$ cat src/inc/rdtl_consts.svh
`ifndef RDTL_CONSTS_SVH
`define RDTL_CONSTS_SVH

// ==========================================================
// Register offsets
`define RDTL_OFF_CTRL 8'h00
`define RDTL_OFF_INSEL 8'h04
`define RDTL_OFF_NCPOL 8'h08
`define RDTL_OFF_OUTSEL 8'h0c
`define RDTL_OFF_STATUS 8'h10

// ==========================================================
// Reset values and writable masks
`define RDTL_RST_CTRL 32'h00000001
`define RDTL_RST_INSEL 32'h040c2040
`define RDTL_RST_NCPOL 32'h00000000
`define RDTL_RST_OUTSEL 32'h00000010
`define RDTL_MASK_CTRL 32'h0000000f
`define RDTL_MASK_INSEL 32'h3fffffff
`define RDTL_MASK_NCPOL 32'h0000001f
`define RDTL_MASK_OUTSEL 32'h000000ff

// ==========================================================
// Field positions
`define RDTL_CTRL_SRC 0
`define RDTL_CTRL_ROUTE 2
`define RDTL_CTRL_KPRUN 3
`define RDTL_INSEL_W 6
`define RDTL_OUTSEL_W 4
`define RDTL_ST_RUN 0
`define RDTL_ST_REV 1
`define RDTL_ST_FWDACT 2
`define RDTL_ST_REVACT 3
`define RDTL_ST_TERM 4
`define RDTL_ST_OUT 9

// ==========================================================
// Function codes
`define RDTL_SRC_TERMINAL 2'h1
`define RDTL_FN_FWD 6'h00
`define RDTL_FN_REV 6'h01
`define RDTL_OUT_MAX 4'h9

`endif

$ cat src/inc/rdtl_pkg.sv
package rdtl_pkg;

   // ==========================================================
   // Wishbone request bundle
   typedef struct packed {
      logic cyc;
      logic stb;
      logic we;
      logic [7:0] adr;
      logic [3:0] sel;
      logic [31:0] dat;
   } rdtl_wb_req_t;

   // ==========================================================
   // Drive command
   typedef struct packed {
      logic run;
      logic rev;
   } rdtl_drive_t;

   typedef enum logic [1:0] {
      RDTL_STOP = 2'b00,
      RDTL_RUN_FWD = 2'b01,
      RDTL_RUN_REV = 2'b10
   } rdtl_mode_t;

endpackage

$ cat src/rtl/rdtl_run_dir_top.sv
// Functional notes
// - Forward-assigned input active runs forward; inactive means stop
// - Reverse-assigned input active runs reverse; inactive means stop
// - Forward and reverse both active gives stop
// - Normally-closed terminal inverts polarity; open terminal starts motor
// - Forward and reverse assignable through any of five selectors
// - Five input terminals identical, each programmable to any function
// - Keypad route picks keypad run direction only, not terminal commands
// - Command already active at power-up starts the motor
// - Output terminals select function by code 00 to 09
//
// Design decisions made here: the register offsets and the Wishbone interface to the registers.
`timescale 1ns/1ps
`include "rdtl_consts.svh"

module rdtl_run_dir_top #(
   parameter int NUM_IN = 5,
   parameter int NUM_OUT = 2
) (
   // Clock and reset
   input wire logic clk_i,
   input wire logic rst_i,
   // Wishbone slave
   input wire rdtl_pkg::rdtl_wb_req_t wb_req_i,
   output logic [31:0] wb_dat_o,
   output logic wb_ack_o,
   // Terminals and drive flags
   input wire logic [NUM_IN-1:0] term_pin_i,
   input wire logic [9:1] status_flags_i,
   // Drive command and output terminals
   output rdtl_pkg::rdtl_drive_t drive_o,
   output logic [NUM_OUT-1:0] out_term_o
);
   import rdtl_pkg::*;

   // ==========================================================
   // Helpers
   function automatic logic [31:0] wb_merge(input logic [31:0] old,
                                            input logic [31:0] wdat,
                                            input logic [3:0] sel);
      logic [31:0] r;
      r = old;
      for (int b = 0; b < 4; b++) begin
         if (sel[b]) begin
            r[b*8 +: 8] = wdat[b*8 +: 8];
         end
      end
      return r;
   endfunction

   function automatic logic [5:0] in_func(input logic [31:0] r, input int i);
      return r[i*`RDTL_INSEL_W +: `RDTL_INSEL_W];
   endfunction

   function automatic logic out_pick(input logic [3:0] code,
                                     input logic [9:0] flags);
      logic r;
      r = 1'b0;
      if (code <= `RDTL_OUT_MAX) begin
         r = flags[code];
      end
      return r;
   endfunction

   // ==========================================================
   // Terminal synchroniser
   logic [NUM_IN-1:0] term_s;

   rdtl_sync #(.WIDTH(NUM_IN)) u_sync (
      .clk_i(clk_i),
      .rst_i(rst_i),
      .d_i(term_pin_i),
      .q_o(term_s)
   );

   // ==========================================================
   // Register file
   logic [31:0] ctrl;
   logic [31:0] insel;
   logic [31:0] ncpol;
   logic [31:0] outsel;
   logic [31:0] next_ctrl;
   logic [31:0] next_insel;
   logic [31:0] next_ncpol;
   logic [31:0] next_outsel;
   logic [31:0] next_dat;
   logic next_ack;
   logic [31:0] status;
   logic fwd_act;
   logic rev_act;
   logic src_term;
   logic bus_req;

   assign bus_req = wb_req_i.cyc & wb_req_i.stb & ~wb_ack_o;

   always_comb begin
      status = 32'h0;
      status[`RDTL_ST_RUN] = drive_o.run;
      status[`RDTL_ST_REV] = drive_o.rev;
      status[`RDTL_ST_FWDACT] = fwd_act;
      status[`RDTL_ST_REVACT] = rev_act;
      status[`RDTL_ST_TERM +: NUM_IN] = term_s;
      status[`RDTL_ST_OUT +: NUM_OUT] = out_term_o;
   end

   always_comb begin
      next_ctrl = ctrl;
      next_insel = insel;
      next_ncpol = ncpol;
      next_outsel = outsel;
      next_dat = 32'h0;
      next_ack = bus_req;
      if (bus_req && wb_req_i.we) begin
         case (wb_req_i.adr)
            `RDTL_OFF_CTRL: begin
               next_ctrl = wb_merge(ctrl, wb_req_i.dat, wb_req_i.sel) & `RDTL_MASK_CTRL;
            end
            `RDTL_OFF_INSEL: begin
               next_insel = wb_merge(insel, wb_req_i.dat, wb_req_i.sel) & `RDTL_MASK_INSEL;
            end
            `RDTL_OFF_NCPOL: begin
               next_ncpol = wb_merge(ncpol, wb_req_i.dat, wb_req_i.sel) & `RDTL_MASK_NCPOL;
            end
            `RDTL_OFF_OUTSEL: begin
               next_outsel = wb_merge(outsel, wb_req_i.dat, wb_req_i.sel) & `RDTL_MASK_OUTSEL;
            end
            default: begin
            end
         endcase
      end else if (bus_req) begin
         case (wb_req_i.adr)
            `RDTL_OFF_CTRL: next_dat = ctrl;
            `RDTL_OFF_INSEL: next_dat = insel;
            `RDTL_OFF_NCPOL: next_dat = ncpol;
            `RDTL_OFF_OUTSEL: next_dat = outsel;
            `RDTL_OFF_STATUS: next_dat = status;
            default: next_dat = 32'h0;
         endcase
      end
   end

   always_ff @(posedge clk_i) begin
      if (rst_i) begin
         ctrl <= `RDTL_RST_CTRL;
         insel <= `RDTL_RST_INSEL;
         ncpol <= `RDTL_RST_NCPOL;
         outsel <= `RDTL_RST_OUTSEL;
         wb_dat_o <= 32'h0;
         wb_ack_o <= 1'b0;
      end else begin
         ctrl <= next_ctrl;
         insel <= next_insel;
         ncpol <= next_ncpol;
         outsel <= next_outsel;
         wb_dat_o <= next_dat;
         wb_ack_o <= next_ack;
      end
   end

   // ==========================================================
   // Terminal command decode
   always_comb begin
      fwd_act = 1'b0;
      rev_act = 1'b0;
      for (int i = 0; i < NUM_IN; i++) begin
         if (in_func(insel, i) == `RDTL_FN_FWD) begin
            fwd_act = fwd_act | (term_s[i] ^ ncpol[i]);
         end
         if (in_func(insel, i) == `RDTL_FN_REV) begin
            rev_act = rev_act | (term_s[i] ^ ncpol[i]);
         end
      end
   end

   assign src_term = (ctrl[`RDTL_CTRL_SRC +: 2] == `RDTL_SRC_TERMINAL);

   // ==========================================================
   // Run mode and direction
   rdtl_mode_t mode;
   rdtl_mode_t next_mode;
   rdtl_drive_t next_drive;

   always_comb begin
      next_mode = RDTL_STOP;
      if (src_term) begin
         case ({fwd_act, rev_act})
            2'b10: next_mode = RDTL_RUN_FWD;
            2'b01: next_mode = RDTL_RUN_REV;
            2'b11: next_mode = RDTL_STOP;
            default: next_mode = RDTL_STOP;
         endcase
      end else if (ctrl[`RDTL_CTRL_KPRUN]) begin
         next_mode = ctrl[`RDTL_CTRL_ROUTE] ? RDTL_RUN_REV : RDTL_RUN_FWD;
      end
      next_drive.run = (next_mode != RDTL_STOP);
      next_drive.rev = (next_mode == RDTL_RUN_REV);
   end

   // No start inhibit: a held command runs once reset ends
   always_ff @(posedge clk_i) begin
      if (rst_i) begin
         mode <= RDTL_STOP;
         drive_o <= '0;
      end else begin
         mode <= next_mode;
         drive_o <= next_drive;
      end
   end

   // ==========================================================
   // Output terminal function select
   logic [NUM_OUT-1:0] next_out;
   logic [9:0] out_flags;

   always_comb begin
      out_flags = {status_flags_i, drive_o.run};
      for (int j = 0; j < NUM_OUT; j++) begin
         next_out[j] = out_pick(outsel[j*`RDTL_OUTSEL_W +: `RDTL_OUTSEL_W], out_flags);
      end
   end

   always_ff @(posedge clk_i) begin
      if (rst_i) begin
         out_term_o <= '0;
      end else begin
         out_term_o <= next_out;
      end
   end

   logic [3:0] sel0;
   assign sel0 = outsel[3:0];
endmodule // rdtl_run_dir_top

$ cat src/rtl/rdtl_sync.sv
`timescale 1ns/1ps

// ==========================================================
// Two-stage pin synchroniser
module rdtl_sync #(
   parameter int WIDTH = 5
) (
   // Clock and reset
   input wire logic clk_i,
   input wire logic rst_i,
   // Data
   input wire logic [WIDTH-1:0] d_i,
   output logic [WIDTH-1:0] q_o
);
   logic [WIDTH-1:0] meta;
   logic [WIDTH-1:0] next_meta;
   logic [WIDTH-1:0] next_q;

   always_comb begin
      next_meta = d_i;
      next_q = meta;
   end

   always_ff @(posedge clk_i) begin
      if (rst_i) begin
         meta <= '0;
         q_o <= '0;
      end else begin
         meta <= next_meta;
         q_o <= next_q;
      end
   end
endmodule // rdtl_sync

$ cat config.mk
export PLATFORM = sky130hd
export DESIGN_NAME = rdtl_run_dir_top
export DESIGN_NICKNAME = d
export VERILOG_FILES = /design/src/inc/rdtl_pkg.sv /design/src/rtl/rdtl_run_dir_top.sv /design/src/rtl/rdtl_sync.sv
export VERILOG_INCLUDE_DIRS = /design/src /design/src/inc
export SDC_FILE = /design/constraint.sdc
export NUM_CORES = 1
export LEC_CHECK = 0
export BUFFER_PORTS_ARGS = -buffer_cell sky130_fd_sc_hd__buf_4
export CAP_MARGIN = 5
export CORE_ASPECT_RATIO = 0.8
export CORE_UTILIZATION = 35
export DETAILED_ROUTE_END_ITERATION = 6
export GPL_ROUTABILITY_DRIVEN = 0
export HOLD_SLACK_MARGIN = 0.06
export PLACE_DENSITY = 0.64
export SYNTH_ARGS = -nofsm -noshare
export SYNTH_HDL_FRONTEND = slang
export SYNTH_SLANG_ARGS = --single-unit
$ cat constraint.sdc
create_clock -name clk_i -period 2.04 [get_ports clk_i]
set_clock_uncertainty 0.1 [all_clocks]
set_input_delay 0.306 -clock clk_i [delete_from_list [all_inputs] [get_ports clk_i]]
set_output_delay 0.306 -clock clk_i [all_outputs]
set_load 0.01 [all_outputs]
Word-level counts from Yosys, hierarchy flattened

Index checks and enable logic that the tools add are counted.

Output and inout bits: 37
Register bits after elaboration: 94
Word-level logic and storage cells: 88
Input port bits: 63

Mux-type cells: 19
Order comparisons: 4
Bitwise logic cells: 19
Reductions and logical operators: 18
Eq/ne operators: 13

Operator list:

| kind                 | number |
|---|---|
| $pmux W30 S5         | 1 |
| $eq A6 B1 Y1 const B | 5 |
| $logic_not A6 Y1     | 5 |
| $reduce_and A3 Y1    | 7 |
| $eq A8 B4 Y1 const B | 2 |
| $mux W1              | 12 |
| $lt A4 B5 Y1 const B | 2 |
| $bmux W1 S4          | 2 |
| $eq A8 B3 Y1 const B | 1 |
| $eq A8 B5 Y1 const B | 1 |
| $le A4 B4 Y1 const B | 2 |
| $logic_not A8 Y1     | 1 |
| $or A1 B1 Y1         | 8 |
| $mux W2              | 3 |
| $xor A1 B1 Y1        | 5 |
| $eq A2 B1 Y1 const B | 2 |
| $eq A2 B2 Y1 const B | 2 |
| $not A1 Y1           | 4 |
| $pmux W2 S2          | 1 |
| $reduce_or A2 Y1     | 2 |
| $reduce_or A3 Y1     | 1 |
| $and A1 B1 Y1        | 2 |
| $reduce_bool A2 Y1   | 1 |
| $logic_and A1 B1 Y1  | 1 |

Logic depth before layout (Yosys ltp)

Depth after elaboration: 14
Mapped depth: 7
Depth with buffers taken out: 6

Modules after synthesis

A second synthesis with hierarchy kept.

Cells, all modules: 363
Area, all modules: 3667.3 sq um

Modules (own cells, without submodules):

| module           | seq. area each (sq um) | area an instance (sq um) | cells each | times used |
|---|---|---|---|---|
| rdtl_run_dir_top | 1641.6                 | 3404.5                   | 343        | 1 |
| rdtl_sync        | 200.2                  | 262.8                    | 20         | 1 |

Worst setup path before layout

No wires, ideal clock.

Kind: input to register
Start point: in wb_req_i[43] (netlist bit)
End point: reg insel[6]
Cell stages on the path: 5
Arrival: 1956 ps
Required time: 1820 ps
Path buffers: 0
Setup slack: -136 ps
Library setup time: 120 ps
Cell sequence: or4_4 > or4_4 > nor2_8 > nor2b_1 > a211o_1

Longest elaborated chain between the ends: 2

RTL lines:

| element                     | RTL line                | RTL |
|---|---|---|
| start: declaration          | rdtl_run_dir_top.sv:24  | `input wire rdtl_pkg::rdtl_wb_req_t wb_req_i,` |
| $eq A8 B3 Y1                | rdtl_run_dir_top.sv:114 | `case (wb_req_i.adr)` |
| $reduce_and A3 Y1 (no line) | -                       |  |
| end signal: assignment      | rdtl_run_dir_top.sv:145 | `` insel <= `RDTL_RST_INSEL; `` |
| end signal: assignment      | rdtl_run_dir_top.sv:152 | `insel <= next_insel;` |
| end: declaration            | rdtl_run_dir_top.sv:79  | `logic [31:0] insel;` |

No other way between the ends.
A chain may end at the register's enable or synchronous reset.

Final worst setup path

Start point: in wb_req_i[36] (netlist bit)
End point: reg insel[6]

The elaborated chain is that of the path after synthesis.

==> results.py <==
metrics = {
    "outcome": {
        "status": "complete, no violations",
    },
    "grt": {
        "tot_gr_track_use_pct": 17.7,
        "top_usage_layer": "met2",
        "grt_use_met3_pct": 4.41,
        "grt_start_max_net_pins": 66,
        "antenna_violations_before_repair": 0,
        "grt.overflow.total": 0,
        "grt_use_met1_pct": 22.5,
        "groute.layer.met2.usage_pct": 28.6,
        "grt_first_pass_wirelength_um": 14200,
        "grt_pass1_vias": 2868,
    },
    "die": {
        "fp.coreArea_um2": 10200,
        "std_cell_rows": 33,
        "die_w_um": 116,
        "io_pins": 100,
        "initial_utilization_pct": 35.9,
        "chipHeight_um": 93.5,
        "die_area_um2": 10900,
    },
    "synth": {
        "area_share_of_xor_xnor_cells_in_the_synthesized_design_pct": 1.43,
        "synthesis.area_um2": 3660,
        "synth.top_cells.by_count": "dfxtp_1 (92), nor2_1 (52), nand2_1 (35), mux2i_1 (32), and2_1 (18)",
        "synth.yosys.seq_area_share_pct": 50.3,
        "synth_simple_gate_area_share_pct": 23.6,
        "synthFlopType": "dfxtp_1",
        "post_synth.cell_area_avg_um2": 10.0,
        "synth.most_common_cell": "dfxtp_1",
        "post_synth_fa_ha_maj_area_fraction_pct": 0,
        "async_s_r_ff_share_synth_pct": 0,
        "post_synth_mux_area_share_pct": 12.7,
        "post_synth_inst_count": 366,
        "synth_top_area_share_pct": 50.3,
        "post-synth-top-area-cell": "dfxtp_1",
        "compound_gate_portion_of_the_synthesized_area_pct": 9.15,
        "dominant_combinational_cell_family_by_area_after_synthesis": "simple AND/OR/NAND/NOR gates",
        "warnings_from_yosys": 0,
        "ys_ff_latch": 92,
        "number_of_synthesized_flops_with_an_enable_pin": 0,
        "synth_cell_types": 47,
        "synth.area.top_cells": "dfxtp_1 (50%), mux2i_1 (8.7%), nor2_1 (5.3%)",
    },
    "setup_path": {
        "worstSetupPathType": "in -> reg",
        "cp_data_arrival_time_ns": 2.09,
        "worst_ep_required_time_ns": 2.17,
        "critPathLaunchType": "input pin",
        "critical_path_peak_fanout": 9,
        "critPathCaptureType": "flop",
    },
    "finish": {
        "final_net_count": 536,
        "num-fill-cells": 968,
        "layout-drive-gt1-share_pct": 33.3,
        "num_antenna_cells": 0,
        "layoutNonFillerInstCount": 618,
        "fin_area_um2": 4930,
        "areaGrowthSynthToFinish_pct": 34.4,
    },
    "routing": {
        "num_vias": 2954,
        "routedWlPerCell_um": 14.7,
        "drt_wl_total_um": 9080,
        "detailedRoute.firstPassIterationCount": 4,
        "post-route-drc-count": 0,
        "drt.antenna.violating_nets": 0,
        "vias_per_cell": 4.78,
        "first_iter_violations": 181,
    },
    "clock_tree": {
        "cts_tree": "done",
        "tritoncts_num_sinks": 92,
        "clock_pin_slew_on_the_worst_setup_and_hold_paths_ns": 0.06,
        "cts_made_buffers": 9,
        "cts.path.max_buffers": 2,
        "cts_root_buffer": "clkbuf_16",
        "cts.htree.levels": 3,
        "skew_pair_late_insertion_delay_ns": 0.34,
    },
    "placement": {
        "port-buffer-count": 95,
        "detailed_place_hpwl_um": 6820,
        "dp_cells": 601,
        "placedInstanceArea_um2": 4620,
        "dpl_worst_slack_ns": -0.285,
    },
    "timing": {
        "report.final.slew_viol_count": 0,
        "finalHoldViolCount": 0,
        "worst_hold_margin_ns": 0.0789,
        "post-route-worst-setup-slack_ns": 0.0770,
        "max_freq_ghz": 0.509,
        "setup_violations": 0,
        "post_route_clock_period_utilization_pct": 96.2,
        "period_minus_slack_ns": 1.96,
        "worst_pin_slew_ns": 0.800,
        "maxSlewHeadroom_pct": 46.6,
        "rsz0062_at_grt": "no",
    },
    "power_and_ir_drop": {
        "leakage_power_nw": 2.09,
        "power_density_nw_per_um2": 743,
        "vdd_ir_drop_max_mv": 0.543,
    },
    "job": {
        "drv.max_cap_violation_count": 0,
    },
    "min_path": {
        "hp-class": "in -> reg",
    },
}
## layer usage
layer  vias to the layer above  part of all wire (%)
met5                         -                     0
met4                         0                   1.9
met3                        12                   6.2
met2                        90                    47
met1                      1384                    45
li1                       1468                     -
## worst max-delay path, stage by stage
cell and delay (ns):
buf_4 0.11, or4_4 0.57, or4_4 0.58, nor2_8 0.22
nor2b_1 0.07, a211o_1 0.23
## final timing paths
kind	from	endpoint	slack, ns	cells after the start
setup reg to reg	ncpol[1]	wb_dat_o[3]	0.18	5
hold reg to reg	u_sync.meta[0]	u_sync.q_o[0]	0.33	1
hold / removal	term_pin_i[2]	u_sync.meta[2]	0.08	2
setup / recovery	wb_req_i[36]	insel[6]	0.08	6
## power by group
group	internal [W]	leakage, nW	switching (W)
logic	0.000117	1.20	0.0000918
clock network	0.000981	0.147	0.000652
registers	0.00181	0.744	0.00000883
## metrics by stage
step / setup TNS, ns / utilization (%) / power (W)
6_report: 0 / 48.3 / 0.00366
5_1_grt: 0 / 48.3 / 0.00379
4_1_cts: 0 / 48.3 / 0.00370
3_5_place_dp: -12.41 / 45.3 / 0.00207
3_3_place_gp: -9.71 / 45.3 / 0.00206
2_1_floorplan: -2.40 / - / 0.00193
## state kept, by name, summed over array words and instances, names as in the netlist
signal / count
drive_o: 2
wb_dat_o: 30
outsel: 8
u_sync.meta: 5
ncpol: 5
insel: 30
ctrl: 4
wb_ack_o: 1
u_sync.q_o: 5
out_term_o: 2
## kinds of logic (layout without fill, tap and decap cells)
kind of cell              count (synthesis)  after routing
and+or+nand+nor                         164            164
AOI/OAI and AO/OA                        44             44
muxes                                    39             39
DFF                                      92             92
other                                     1              2
buffers and inverters                    20            131
xor gates and xnor gates                  6              6
## cell usage in the layout, fill, tap and decap left out, types with 6 or more instances in the layout
cell type and n:
a21oi_1 7, a21oi_2 13, mux2i_1 32, mux4_2 6, nand2_1 33, nor3_1 16, nand3_1 7, buf_4 108
nor2b_1 14, nor2_1 52, clkbuf_16 9, and2_1 18, dfxtp_1 92, a22oi_1 8
## timing repair
item                                    in CTS  in global routing
endpoints found under the setup margin       0                  1
buffers inserted                             0                  0
endpoints found under the hold margin        1                  0
resized for setup                            0                  1
hold buffers                                 1                  0
## final cells by class
cell class	instances	area, um^2	share of cell area [%]
sequential	92	1840	37.4
tap	140	175	3.56
timing repair buffer	111	861	17.5
inverter	4	15.0	0.305
multi-input combinational	255	1740	35.3
clock buffer	12	246	5.00
clock inverter	4	48.8	0.990
Power figures use the tool's default switching activity.
